<file path="src/sfe_regs.svh">
// Register map, field positions, reset values and command codes of the flash control block
`ifndef SFE_REGS_SVH
`define SFE_REGS_SVH
// Byte offsets on the register bus
`define SFE_OFF_CMD 8'h00
`define SFE_OFF_ADDR 8'h04
`define SFE_OFF_DATA 8'h08
`define SFE_OFF_CFG 8'h0c
`define SFE_OFF_STAT 8'h10
`define SFE_OFF_BANK 8'h14
`define SFE_OFF_MODE 8'h18
`define SFE_OFF_IRQ_STAT 8'h1c
`define SFE_OFF_IRQ_MASK 8'h20
// Bits of config_register_first
`define SFE_CFG_FREEZE 0
`define SFE_CFG_PARAM_LOC 2
`define SFE_CFG_PROT_ORIGIN 5
// Bits of the status register
`define SFE_STAT_BUSY 0
`define SFE_STAT_BP_LO 2
`define SFE_STAT_EERR 5
`define SFE_STAT_PERR 6
`define SFE_STAT_CONT 7
// Bits of the mode register
`define SFE_MODE_LANE_LO 0
`define SFE_MODE_ADDR32 2
`define SFE_MODE_UNIFORM 3
`define SFE_MODE_BITS_LO 8
`define SFE_MODE_CONT 4'ha
// Interrupt status and mask bits
`define SFE_IRQ_DONE 0
`define SFE_IRQ_PERR 1
`define SFE_IRQ_EERR 2
`define SFE_IRQ_REJECT 3
// Command codes written to the command register
`define SFE_OP_BANK 8'hb9
`define SFE_OP_PROG 8'h10
`define SFE_OP_OTP_PROG 8'h11
`define SFE_OP_ER_SMALL 8'h20
`define SFE_OP_ER_PAIR 8'h21
`define SFE_OP_ER_BIG 8'h22
`define SFE_OP_READ 8'h30
`define SFE_OP_CLR 8'h40
// Sector geometry as address bit positions
`define SFE_SMALL_SHIFT 12
`define SFE_MID_SHIFT 16
`define SFE_BIG_SHIFT 18
`define SFE_PARAM_SHIFT 17
`define SFE_SHORT_ADDR_W 24
// Reset values
`define SFE_CFG_RST 8'h00
`define SFE_MODE_RST 16'h0000
`define SFE_MASK_RST 4'h0
`define SFE_BANK_RST 8'h00
`endif

</file>
<file path="src/sfe_pkg.sv">
// Types shared by the flash control block, its checker and its bench
package sfe_pkg;
  // Lane count on the serial link
  typedef enum logic [1:0] {SFE_LANE_ONE, SFE_LANE_TWO, SFE_LANE_FOUR} sfe_lane_t;
  // Extent of one array operation
  typedef enum logic [1:0] {SFE_SZ_BYTE, SFE_SZ_4K, SFE_SZ_64K, SFE_SZ_256K} sfe_size_t;
  // Kind of array operation
  typedef enum logic [1:0] {SFE_K_PROG, SFE_K_OTP, SFE_K_ERASE} sfe_kind_t;
  // Request to the array
  typedef struct packed {
    sfe_kind_t kind;
    sfe_size_t size;
    logic [31:0] addr;
    logic [7:0] data;
  } sfe_arr_cmd_t;
  // Settings handed to the serial engine
  typedef struct packed {
    sfe_lane_t lanes;
    logic cont;
  } sfe_link_t;
  // Classic Wishbone request from the master
  typedef struct packed {
    logic cyc;
    logic stb;
    logic we;
    logic [3:0] sel;
    logic [7:0] adr;
    logic [31:0] dat;
  } sfe_wb_req_t;
endpackage : sfe_pkg

</file>
<file path="src/sfe_ctrl.sv">
// Command checker and sequencer for the serial flash program, erase and protection logic
//
// Implementation choices: the Wishbone interface to the registers and the placing of the registers.
`timescale 1ns/100ps
`include "sfe_regs.svh"
module sfe_ctrl #(
  parameter int ADDR_W = 25
) (
  input wire logic clk_sys,
  input wire logic resetn,
  input wire logic ce,
  input wire sfe_pkg::sfe_wb_req_t wb_req,
  output logic wb_ack,
  output logic [31:0] wb_dat_o,
  input wire logic hw_reset_n,
  output sfe_pkg::sfe_arr_cmd_t arr_cmd,
  output logic arr_start,
  output logic arr_abort,
  input wire logic arr_done,
  input wire logic arr_fail,
  output sfe_pkg::sfe_link_t link_cfg,
  output logic irq
);
  import sfe_pkg::*;

  // Array size must cover the short address and fit the bank register
  if (ADDR_W < 25 || ADDR_W > 32) begin : g_bad_addr_w
    $error("ADDR_W must lie between 25 and 32");
  end

  // Sequencer states
  typedef enum logic {SFE_IDLE, SFE_WAIT} sfe_fsm_t;

  // Whole state of the block
  typedef struct packed {
    sfe_fsm_t fsm;
    logic ack;
    logic [31:0] rdata;
    logic [31:0] addr;
    logic [7:0] data;
    logic [7:0] cfg;
    logic [2:0] bp;
    logic eerr;
    logic perr;
    logic [7:0] bank;
    logic [15:0] mode;
    logic [3:0] irq_stat;
    logic [3:0] irq_mask;
    logic irq;
    sfe_arr_cmd_t arr;
    logic arr_start;
    logic arr_abort;
    sfe_link_t link;
    logic hwr_prev;
  } sfe_ctrl_state_t;

  sfe_ctrl_state_t st;
  sfe_ctrl_state_t next_st;
  logic hw_n_s; // Reset pin after the synchroniser

  // Merge write data into a word under the byte enables
  function automatic logic [31:0] merge(input logic [31:0] old, input logic [31:0] nw,
                                        input logic [3:0] sel);
    logic [31:0] res;
    res = old;
    for (int i = 0; i < 4; i++) begin
      if (sel[i]) begin
        res[8*i +: 8] = nw[8*i +: 8];
      end
    end
    return res;
  endfunction : merge

  // Array address from the host address, the bank and the address width
  function automatic logic [ADDR_W-1:0] eff_addr(input logic [31:0] a, input logic [7:0] bank,
                                                 input logic addr32);
    logic [31:0] full;
    full = addr32 ? a : {bank, a[`SFE_SHORT_ADDR_W-1:0]};
    return full[ADDR_W-1:0];
  endfunction : eff_addr

  // True when an address falls in the protected range
  function automatic logic is_prot(input logic [ADDR_W-1:0] ea, input logic [2:0] bp,
                                   input logic origin);
    logic hit;
    int n;
    hit = (bp != 3'h0);
    n = 7 - int'(bp);
    for (int i = 0; i < 7; i++) begin
      if (i < n) begin
        // Top-down range compares ones, bottom-up range compares zeros
        hit = hit & (origin ? ~ea[ADDR_W-1-i] : ea[ADDR_W-1-i]);
      end
    end
    return hit;
  endfunction : is_prot

  // Clear the low bits of an address to a sector boundary
  function automatic logic [ADDR_W-1:0] align(input logic [ADDR_W-1:0] ea, input int sh);
    logic [ADDR_W-1:0] m;
    m = '1;
    return ea & (m << sh);
  endfunction : align

  // Hardware reset pin comes from outside the clock domain
  sfe_sync #(
    .W(1),
    .RST(1'b1)
  ) u_hwr_sync (
    .clk_sys(clk_sys),
    .resetn(resetn),
    .ce(ce),
    .din(hw_reset_n),
    .dout(hw_n_s)
  );

  // Next-state logic: bus slave, command checks, array handshake, interrupts
  always_comb begin
    logic wr;
    logic rd;
    logic cmd_wr;
    logic [ADDR_W-1:0] ea;
    logic [31:0] cfg_w;
    logic [31:0] stat_w;
    logic [3:0] set;
    logic [3:0] clr;
    logic uniform;
    logic [1:0] lane_f;
    wr = 1'b0;
    rd = 1'b0;
    cmd_wr = 1'b0;
    ea = '0;
    cfg_w = '0;
    stat_w = '0;
    set = 4'h0;
    clr = 4'h0;
    uniform = 1'b0;
    lane_f = 2'h0;
    next_st = st;
    if (ce) begin
      next_st.arr_start = 1'b0;
      next_st.arr_abort = 1'b0;
      next_st.hwr_prev = hw_n_s;
      uniform = st.mode[`SFE_MODE_UNIFORM];
      ea = eff_addr(st.addr, st.bank, st.mode[`SFE_MODE_ADDR32]);
      // Answer each request one cycle after it is seen, drop ack after one cycle
      wr = wb_req.cyc & wb_req.stb & wb_req.we & ~st.ack;
      rd = wb_req.cyc & wb_req.stb & ~wb_req.we & ~st.ack;
      next_st.ack = wb_req.cyc & wb_req.stb & ~st.ack;
      // Register writes
      if (wr) begin
        case (wb_req.adr)
          `SFE_OFF_CMD: begin
            cmd_wr = wb_req.sel[0];
          end
          `SFE_OFF_ADDR: begin
            next_st.addr = merge(st.addr, wb_req.dat, wb_req.sel);
          end
          `SFE_OFF_DATA: begin
            next_st.data = wb_req.sel[0] ? wb_req.dat[7:0] : st.data;
          end
          `SFE_OFF_CFG: begin
            cfg_w = merge({24'h0, st.cfg}, wb_req.dat, wb_req.sel);
            // Freeze can only be set; reset alone clears it
            next_st.cfg[`SFE_CFG_FREEZE] = st.cfg[`SFE_CFG_FREEZE] | cfg_w[`SFE_CFG_FREEZE];
            if (!st.cfg[`SFE_CFG_FREEZE]) begin
              next_st.cfg[`SFE_CFG_PARAM_LOC] = cfg_w[`SFE_CFG_PARAM_LOC];
              next_st.cfg[`SFE_CFG_PROT_ORIGIN] = cfg_w[`SFE_CFG_PROT_ORIGIN];
            end
          end
          `SFE_OFF_STAT: begin
            stat_w = merge({25'h0, st.perr, st.eerr, st.bp, 2'h0}, wb_req.dat, wb_req.sel);
            if (!st.cfg[`SFE_CFG_FREEZE]) begin
              next_st.bp = stat_w[`SFE_STAT_BP_LO +: 3];
            end
          end
          `SFE_OFF_MODE: begin
            next_st.mode = 16'(merge({16'h0, st.mode}, wb_req.dat, wb_req.sel));
          end
          `SFE_OFF_IRQ_STAT: begin
            clr = wb_req.sel[0] ? wb_req.dat[3:0] : 4'h0;
          end
          `SFE_OFF_IRQ_MASK: begin
            next_st.irq_mask = wb_req.sel[0] ? wb_req.dat[3:0] : st.irq_mask;
          end
          default: begin
            // Unmapped or read-only: acknowledged, nothing stored
          end
        endcase
      end
      // Register reads; unmapped offsets read zero
      if (rd) begin
        case (wb_req.adr)
          `SFE_OFF_ADDR: next_st.rdata = st.addr;
          `SFE_OFF_DATA: next_st.rdata = {24'h0, st.data};
          `SFE_OFF_CFG: next_st.rdata = {24'h0, st.cfg};
          `SFE_OFF_STAT: next_st.rdata = {24'h0, st.link.cont, st.perr, st.eerr, st.bp, 1'b0,
                                          st.fsm == SFE_WAIT};
          `SFE_OFF_BANK: next_st.rdata = {24'h0, st.bank};
          `SFE_OFF_MODE: next_st.rdata = {16'h0, st.mode};
          `SFE_OFF_IRQ_STAT: next_st.rdata = {28'h0, st.irq_stat};
          `SFE_OFF_IRQ_MASK: next_st.rdata = {28'h0, st.irq_mask};
          default: next_st.rdata = 32'h0;
        endcase
      end
      // Sequencer
      case (st.fsm)
        SFE_IDLE: begin
          if (cmd_wr) begin
            case (wb_req.dat[7:0])
              `SFE_OP_BANK: begin
                // Bank access only; no low-power state exists
                next_st.bank = st.data;
                set[`SFE_IRQ_DONE] = 1'b1;
              end
              `SFE_OP_PROG: begin
                if (is_prot(ea, st.bp, st.cfg[`SFE_CFG_PROT_ORIGIN])) begin
                  next_st.perr = 1'b1;
                  set[`SFE_IRQ_PERR] = 1'b1;
                end else begin
                  next_st.arr = '{kind: SFE_K_PROG, size: SFE_SZ_BYTE, addr: 32'(ea),
                                  data: st.data};
                  next_st.arr_start = 1'b1;
                  next_st.fsm = SFE_WAIT;
                end
              end
              `SFE_OP_OTP_PROG: begin
                if (st.cfg[`SFE_CFG_FREEZE]) begin
                  next_st.perr = 1'b1;
                  set[`SFE_IRQ_PERR] = 1'b1;
                end else begin
                  next_st.arr = '{kind: SFE_K_OTP, size: SFE_SZ_BYTE, addr: st.addr,
                                  data: st.data};
                  next_st.arr_start = 1'b1;
                  next_st.fsm = SFE_WAIT;
                end
              end
              `SFE_OP_ER_PAIR: begin
                set[`SFE_IRQ_REJECT] = 1'b1;
              end
              `SFE_OP_ER_SMALL: begin
                // Parameter sectors sit at the top or bottom of the array
                if (uniform || (st.cfg[`SFE_CFG_PARAM_LOC] ?
                                !(&ea[ADDR_W-1:`SFE_PARAM_SHIFT]) :
                                (|ea[ADDR_W-1:`SFE_PARAM_SHIFT]))) begin
                  set[`SFE_IRQ_REJECT] = 1'b1;
                end else if (is_prot(align(ea, `SFE_SMALL_SHIFT), st.bp,
                                     st.cfg[`SFE_CFG_PROT_ORIGIN])) begin
                  next_st.eerr = 1'b1;
                  set[`SFE_IRQ_EERR] = 1'b1;
                end else begin
                  next_st.arr = '{kind: SFE_K_ERASE, size: SFE_SZ_4K,
                                  addr: 32'(align(ea, `SFE_SMALL_SHIFT)), data: 8'hff};
                  next_st.arr_start = 1'b1;
                  next_st.fsm = SFE_WAIT;
                end
              end
              `SFE_OP_ER_BIG: begin
                // Uniform layout erases 256 KB, hybrid 64 KB
                next_st.arr.kind = SFE_K_ERASE;
                next_st.arr.data = 8'hff;
                next_st.arr.size = uniform ? SFE_SZ_256K : SFE_SZ_64K;
                next_st.arr.addr = uniform ? 32'(align(ea, `SFE_BIG_SHIFT)) :
                                   32'(align(ea, `SFE_MID_SHIFT));
                if (is_prot(uniform ? align(ea, `SFE_BIG_SHIFT) : align(ea, `SFE_MID_SHIFT),
                            st.bp, st.cfg[`SFE_CFG_PROT_ORIGIN])) begin
                  next_st.arr = st.arr;
                  next_st.eerr = 1'b1;
                  set[`SFE_IRQ_EERR] = 1'b1;
                end else begin
                  next_st.arr_start = 1'b1;
                  next_st.fsm = SFE_WAIT;
                end
              end
              `SFE_OP_READ: begin
                // Lane width for the serial engine; code 3 falls back to one lane
                lane_f = st.mode[`SFE_MODE_LANE_LO +: 2];
                next_st.link.lanes = (lane_f == 2'h1) ? SFE_LANE_TWO :
                                     (lane_f == 2'h2) ? SFE_LANE_FOUR : SFE_LANE_ONE;
                // Continuation nibble lets the next read skip the instruction
                next_st.link.cont = (st.mode[`SFE_MODE_BITS_LO + 4 +: 4] == `SFE_MODE_CONT);
                set[`SFE_IRQ_DONE] = 1'b1;
              end
              `SFE_OP_CLR: begin
                next_st.eerr = 1'b0;
                next_st.perr = 1'b0;
                set[`SFE_IRQ_DONE] = 1'b1;
              end
              default: begin
                set[`SFE_IRQ_REJECT] = 1'b1;
              end
            endcase
          end
        end
        SFE_WAIT: begin
          // Commands while busy are refused
          if (cmd_wr) begin
            set[`SFE_IRQ_REJECT] = 1'b1;
          end
          if (arr_done) begin
            next_st.fsm = SFE_IDLE;
            set[`SFE_IRQ_DONE] = 1'b1;
            if (arr_fail) begin
              // Operation counts as not completed; flag held until cleared
              if (st.arr.kind == SFE_K_ERASE) begin
                next_st.eerr = 1'b1;
                set[`SFE_IRQ_EERR] = 1'b1;
              end else begin
                next_st.perr = 1'b1;
                set[`SFE_IRQ_PERR] = 1'b1;
              end
            end
          end
        end
        default: begin
          next_st.fsm = SFE_IDLE;
        end
      endcase
      // Hardware reset pin: back to standby, bank and volatile bits cleared
      if (!hw_n_s) begin
        next_st.fsm = SFE_IDLE;
        next_st.arr_start = 1'b0;
        next_st.arr_abort = st.hwr_prev;
        next_st.bank = `SFE_BANK_RST;
        next_st.cfg = `SFE_CFG_RST;
        next_st.bp = 3'h0;
        next_st.eerr = 1'b0;
        next_st.perr = 1'b0;
        next_st.link = '{lanes: SFE_LANE_ONE, cont: 1'b0};
        set = 4'h0;
      end
      // Sticky interrupt bits: a new event wins over a clear
      next_st.irq_stat = (st.irq_stat & ~clr) | set;
      next_st.irq = |(next_st.irq_stat & next_st.irq_mask);
    end
  end

  // State register with synchronous reset
  always_ff @(posedge clk_sys) begin
    if (!resetn) begin
      st <= '{fsm: SFE_IDLE, ack: 1'b0, rdata: 32'h0, addr: 32'h0, data: 8'h0,
              cfg: `SFE_CFG_RST, bp: 3'h0, eerr: 1'b0, perr: 1'b0, bank: `SFE_BANK_RST,
              mode: `SFE_MODE_RST, irq_stat: 4'h0, irq_mask: `SFE_MASK_RST, irq: 1'b0,
              arr: '{kind: SFE_K_PROG, size: SFE_SZ_BYTE, addr: 32'h0, data: 8'h0},
              arr_start: 1'b0, arr_abort: 1'b0,
              link: '{lanes: SFE_LANE_ONE, cont: 1'b0}, hwr_prev: 1'b1};
    end else begin
      st <= next_st;
    end
  end

  // Outputs straight from the state register
  assign wb_ack = st.ack;
  assign wb_dat_o = st.rdata;
  assign arr_cmd = st.arr;
  assign arr_start = st.arr_start;
  assign arr_abort = st.arr_abort;
  assign link_cfg = st.link;
  assign irq = st.irq;
endmodule : sfe_ctrl

</file>
<file path="src/sfe_sync.sv">
// Two-stage synchroniser for pin inputs
`timescale 1ns/100ps
module sfe_sync #(
  parameter int W = 1,
  parameter logic [W-1:0] RST = '0
) (
  input wire logic clk_sys,
  input wire logic resetn,
  input wire logic ce,
  input wire logic [W-1:0] din,
  output logic [W-1:0] dout
);
  // Both stages as one state word
  typedef struct packed {
    logic [W-1:0] s1;
    logic [W-1:0] s2;
  } sfe_sync_state_t;

  sfe_sync_state_t st;
  sfe_sync_state_t next_st;

  // Shift the pin through two stages
  always_comb begin
    next_st = st;
    if (ce) begin
      next_st.s1 = din;
      next_st.s2 = st.s1;
    end
  end

  // Register the stages
  always_ff @(posedge clk_sys) begin
    if (!resetn) begin
      st <= '{s1: RST, s2: RST};
    end else begin
      st <= next_st;
    end
  end

  assign dout = st.s2;
endmodule : sfe_sync
</file>
<file path="config.mk">
export PLATFORM = sky130hd
export DESIGN_NAME = sfe_ctrl
export DESIGN_NICKNAME = d
export VERILOG_FILES = /design/src/sfe_pkg.sv /design/src/sfe_ctrl.sv /design/src/sfe_sync.sv
export VERILOG_INCLUDE_DIRS = /design/src
export SDC_FILE = /design/constraint.sdc
export NUM_CORES = 1
export LEC_CHECK = 0
export BUFFER_PORTS_ARGS = -buffer_cell sky130_fd_sc_hd__buf_4
export CORE_ASPECT_RATIO = 1.25
export CORE_MARGIN = 2
export CORE_UTILIZATION = 45
export CTS_BUF_LIST = sky130_fd_sc_hd__clkbuf_4 sky130_fd_sc_hd__clkbuf_8
export DETAILED_ROUTE_END_ITERATION = 16
export GPL_ROUTABILITY_DRIVEN = 0
export PLACE_DENSITY = 0.71
export SLEW_MARGIN = 20
export SYNTH_ARGS = -nofsm -noshare
export SYNTH_HDL_FRONTEND = slang
export SYNTH_SLANG_ARGS = --single-unit
</file>
<file path="constraint.sdc">
create_clock -name clk_sys -period 3 [get_ports clk_sys]
set_clock_uncertainty 0.2 [all_clocks]
set_input_delay 0.45 -clock clk_sys [delete_from_list [all_inputs] [get_ports clk_sys]]
set_output_delay 0.45 -clock clk_sys [all_outputs]
set_load 0.03 [all_outputs]
</file>
==> results.md <==
- The post-synthesis to final-layout area growth is 18.1%.
- OpenSTA, run right after detailed placement, puts the worst setup slack at -91.7 ps.
- Along the worst hold path, the cell count comes to 3.
- For the pin with the worst max-slew slack, the measured transition is roughly 600 ps.
- The total congestion overflow is 0.
- After clock tree synthesis, the clock-pin slew on the worst setup and hold paths is approximately 90 ps.
- The run finished with clean final reports.
- After routing the design area is about 9100 sq um.
- The maximum operating frequency is ~0.34 GHz.
- The worst setup path is launched from a flip-flop.
- The count of state elements after synthesis is 167.
- The power density over cell area is 461 nW/um^2.
- The worst-skew pair later-pin latency is roughly 450 ps.
- The endpoint type of the worst setup path is a flip-flop.
- Setup violations remaining at the end of the flow were counted as 0.
- The fraction of final layout cells with drive strength greater than 1 is 0.260.
- Of the total synthesized cell area, the portion taken by AND, OR, NAND and NOR gates is 0.219.
- The critical path's largest stage delay is 470 ps.
- For this run, asynchronously set or reset flops after synthesis account for 0.
- The maximum level of the CTS H-tree is 4.
- After clock tree synthesis, the setup repair step added 0 buffers.
- The tightest slew margin relative to the limit is 0.590.
- The register area share after synthesis is 0.432.
- After legalization and detailed placement, the total HPWL measured 16100 um.
- Setup repair after global routing could not meet its margin everywhere.
- The number of global-route vias before repair was between 6000 and 7000.
- The timing startpoint of the critical path is st[61]$_SDFFE_PN0P_.
- The number of buffers created by CTS is 17.
- In the final timing run, aggregate negative setup slack is 0 ps.
- The compound-gate portion of the synthesized area is 0.209.
- The core region is between 15000 and 20000 sq um.
- Power comes to about 4.2 mW.
- The final setup slack of the worst path is ~98 ps.
- Excluding fillers, the count of instances in the completed layout stands at 1227.
- During placement, the flow inserted port buffers numbering about 140.
- Among all flip-flop cells after synthesis, the most frequent one is dfxtp_1.
- For this block, the routed nets add up to roughly 22000 um of wire.
- Entering global routing, the biggest net connects 133 pins.
- The share of the clock period used by the worst path after layout is 0.967.
- The first global-routing pass estimated 34600 um of wire.
- The starting utilization of the core area is 0.459.
- The number of antenna violations at the first check in global routing is 0.
- The netlist area before placement is a little under 8000 sq um.
- The die extent in y is roughly 150 um.
- The routed length per instance is 18.1 um.
- The number of antenna diodes in the final layout is 0.
- The floorplan step defined a die boundary enclosing roughly 18000 sq um.
- By count the netlist is led by dfxtp_1 (167), nand2_1 (109), nor2_1 (95).
- The worst hold path belongs to the class in2reg.
- In the final design database the tool counted about 1000 nets.
- In this run the remaining antenna-violating nets after routing total 0.
- Across the VDD grid, the largest voltage drop is 0.218 mV.
- By area the synthesized netlist is led by dfxtp_1 (43%), buf_4 (7.7%), a21oi_1 (5.6%), nand2_1 (5.3%), nor2_1 (4.6%).
- The cell at the root of the clock tree is clkbuf_8.
- The critical path goes through mux2i_2, nor3_1, a311oi_1, nor3_2, buf_4, a221oi_1, nor4_1, a311o_1.
- CTS saw between 150 and 200 sinks.
- TritonCTS built the clock tree.
- The hold violation count in the final report was 0.
- At the worst endpoint, the arrival time is 3040 ps.
- The Yosys step of the flow raised 0 warnings.
- The net count of the mapped netlist is around 970.
- The critical path start-end classification is reg2reg.
- Among all cell types in the netlist, the one instantiated most often is dfxtp_1.
- The detailed router finished its first iteration with about 760 violations.
- Of the total synthesized cell area, the portion taken by XOR and XNOR cells is 0.00113.
- The critical path crosses 8 cells after its start point.
- The fraction of post-synthesis cell area in the top cell type by area is 0.432.
- The path depth of the worst reg2reg path is 8.
- After detailed routing, the number of remaining DRC violations is 0.
- Measured along the x axis, the die boundary spans 121 um.
- For this design the top-level I/O count stands at between 100 and 150.
- The netlist uses 74 different library cells.
- STA puts the critical path data required time at between 3000 and 4000 ps.
- Of the total synthesized cell area, the portion taken by full adders, half adders and majority gates is 0.
- The cell class contributing the biggest share of worst-path delay is compound AO/OA/AOI/OAI gates.
- Across every metal layer, demand over resource in global routing totals 0.242.
- In the routed layout, each cell is associated on average with a via count of 5.75.
- The static leakage is 3.48 nW.
- The main combinational cell family by area after synthesis is simple AND/OR/NAND/NOR gates.
- The startpoint of the lowest-slack hold path is wb_req[26].
- The number of enable-type register cells in the synthesized netlist is 0.
- The critical-path cell with the highest stage delay is a221oi_1.
- The placed instance area is about 8700 sq um.
- In this run the critical register-to-register path is launched from st[61]$_SDFFE_PN0P_.
- The detailed router placed slightly above 7000 vias in this run.
- Max-cap violations in this run came to 0.
- The count of TritonRoute iterations in the first routing pass is 6.
- The top fanout value on the critical path is 6.
- Dividing the synthesized area by the synthesized cell count gives approximately 8.5 sq um.
- Of the post-synthesis cell area, the part taken by muxes is 0.0269.
- The synthesized instance count is 913.
- In this run the core area contains between 50 and 60 standard-cell rows.
- The minimum clock period after layout is 2900 ps.
- The library cell with the largest summed area after synthesis is dfxtp_1.
- The placed instance count is 1194.
- Together, buffers and inverters on the worst path number 1.
- The clock tree buffer depth is 2.
- The final max-slew violation count is 0.
==> path summary, 6_finish.rpt <==
path,endpoint,slack [ps]
worst min register to register,st[70]$_SDFFE_PN0P_,260
worst max register to register,irq$_SDFFE_PN0P_,100
worst min-delay path,st[130]$_SDFFE_PN0P_,60
worst max-delay path,irq$_SDFFE_PN0P_,100
==> worst min-delay path: stages <==
cell and delay [ps]:
buf_4 110, nand3_1 50, a21oi_1 50
==> routing by layer <==
| layer | share of wire | track usage |
|---|---|---|
| met5 | 0 | 0 |
| met4 | 0.025 | 0.0874 |
| met3 | 0.078 | 0.0455 |
| met2 | 0.47 | 0.385 |
| met1 | 0.43 | 0.328 |
==> report_power, final <==
group	internal [mW]	switching, mW
logic	0.0903	0.143
clock network	0.876	0.870
registers	2.22	0.00983
==> cell families after synthesis <==
family	after synthesis
buffers and inverters	142
xor gates and xnor gates	1
muxes	20
and+or+nand+nor	349
AOI/OAI and AO/OA	234
DFF	167
==> area by class of cell <==
type,count,area (sq um)
Sequential cell,167,3340
Clock buffer,19,262
Inverter,6,23.8
Clock inverter,13,169
Tap cell,220,275
Fill cell,1582,7710
Timing Repair Buffer,198,1510
Multi-Input combinational cell,604,3550
==> what timing repair did <==
action / in CTS / in global routing
hold buffers: 1 / 0
hold endpoints to repair: 1 / 0
endpoints found under the setup margin: 0 / 35
resized for setup: 0 / 2
==> cell usage in the layout, fill, tap and decap left out, types with 5 or more instances in the layout <==
cell        Yosys  routed
a21boi_0        5       5
a21oi_1        86      86
a222oi_1       15      15
a22o_1         19      19
a22oi_1        44      44
and3_1          9       9
buf_4          79     195
clkbuf_8        0      19
clkinvlp_4      0       6
dfxtp_1       167     167
inv_1           5       5
mux2i_1        16      16
nand2_1       109     109
nand2b_1        9       9
nand3_1        63      63
nand4_1         5       5
nor2_1         95      95
nor3_1         11      10
nor4_1          6       5
o21ai_0        20      20
o21ba_2         6       6
==> flip-flops by register name, summed over array words and instances, names as in the netlist <==
signal / flops
st: 82
u_hwr_sync.st: 1
u_hwr_sync.dout: 1
arr_cmd: 44
irq: 1
wb_ack: 1
wb_dat_o: 32
link_cfg: 3
arr_abort: 1
arr_start: 1
==> metrics by stage <==
stage / util / hold slack (ps)
after floorplan: - / 231
after global placement: 0.515 / 240
after detailed placement: 0.515 / 247
after CTS: 0.542 / 38.5
after global routing: 0.542 / 32.7
final: 0.542 / 55.3
(Power assumes the default switching activity.)
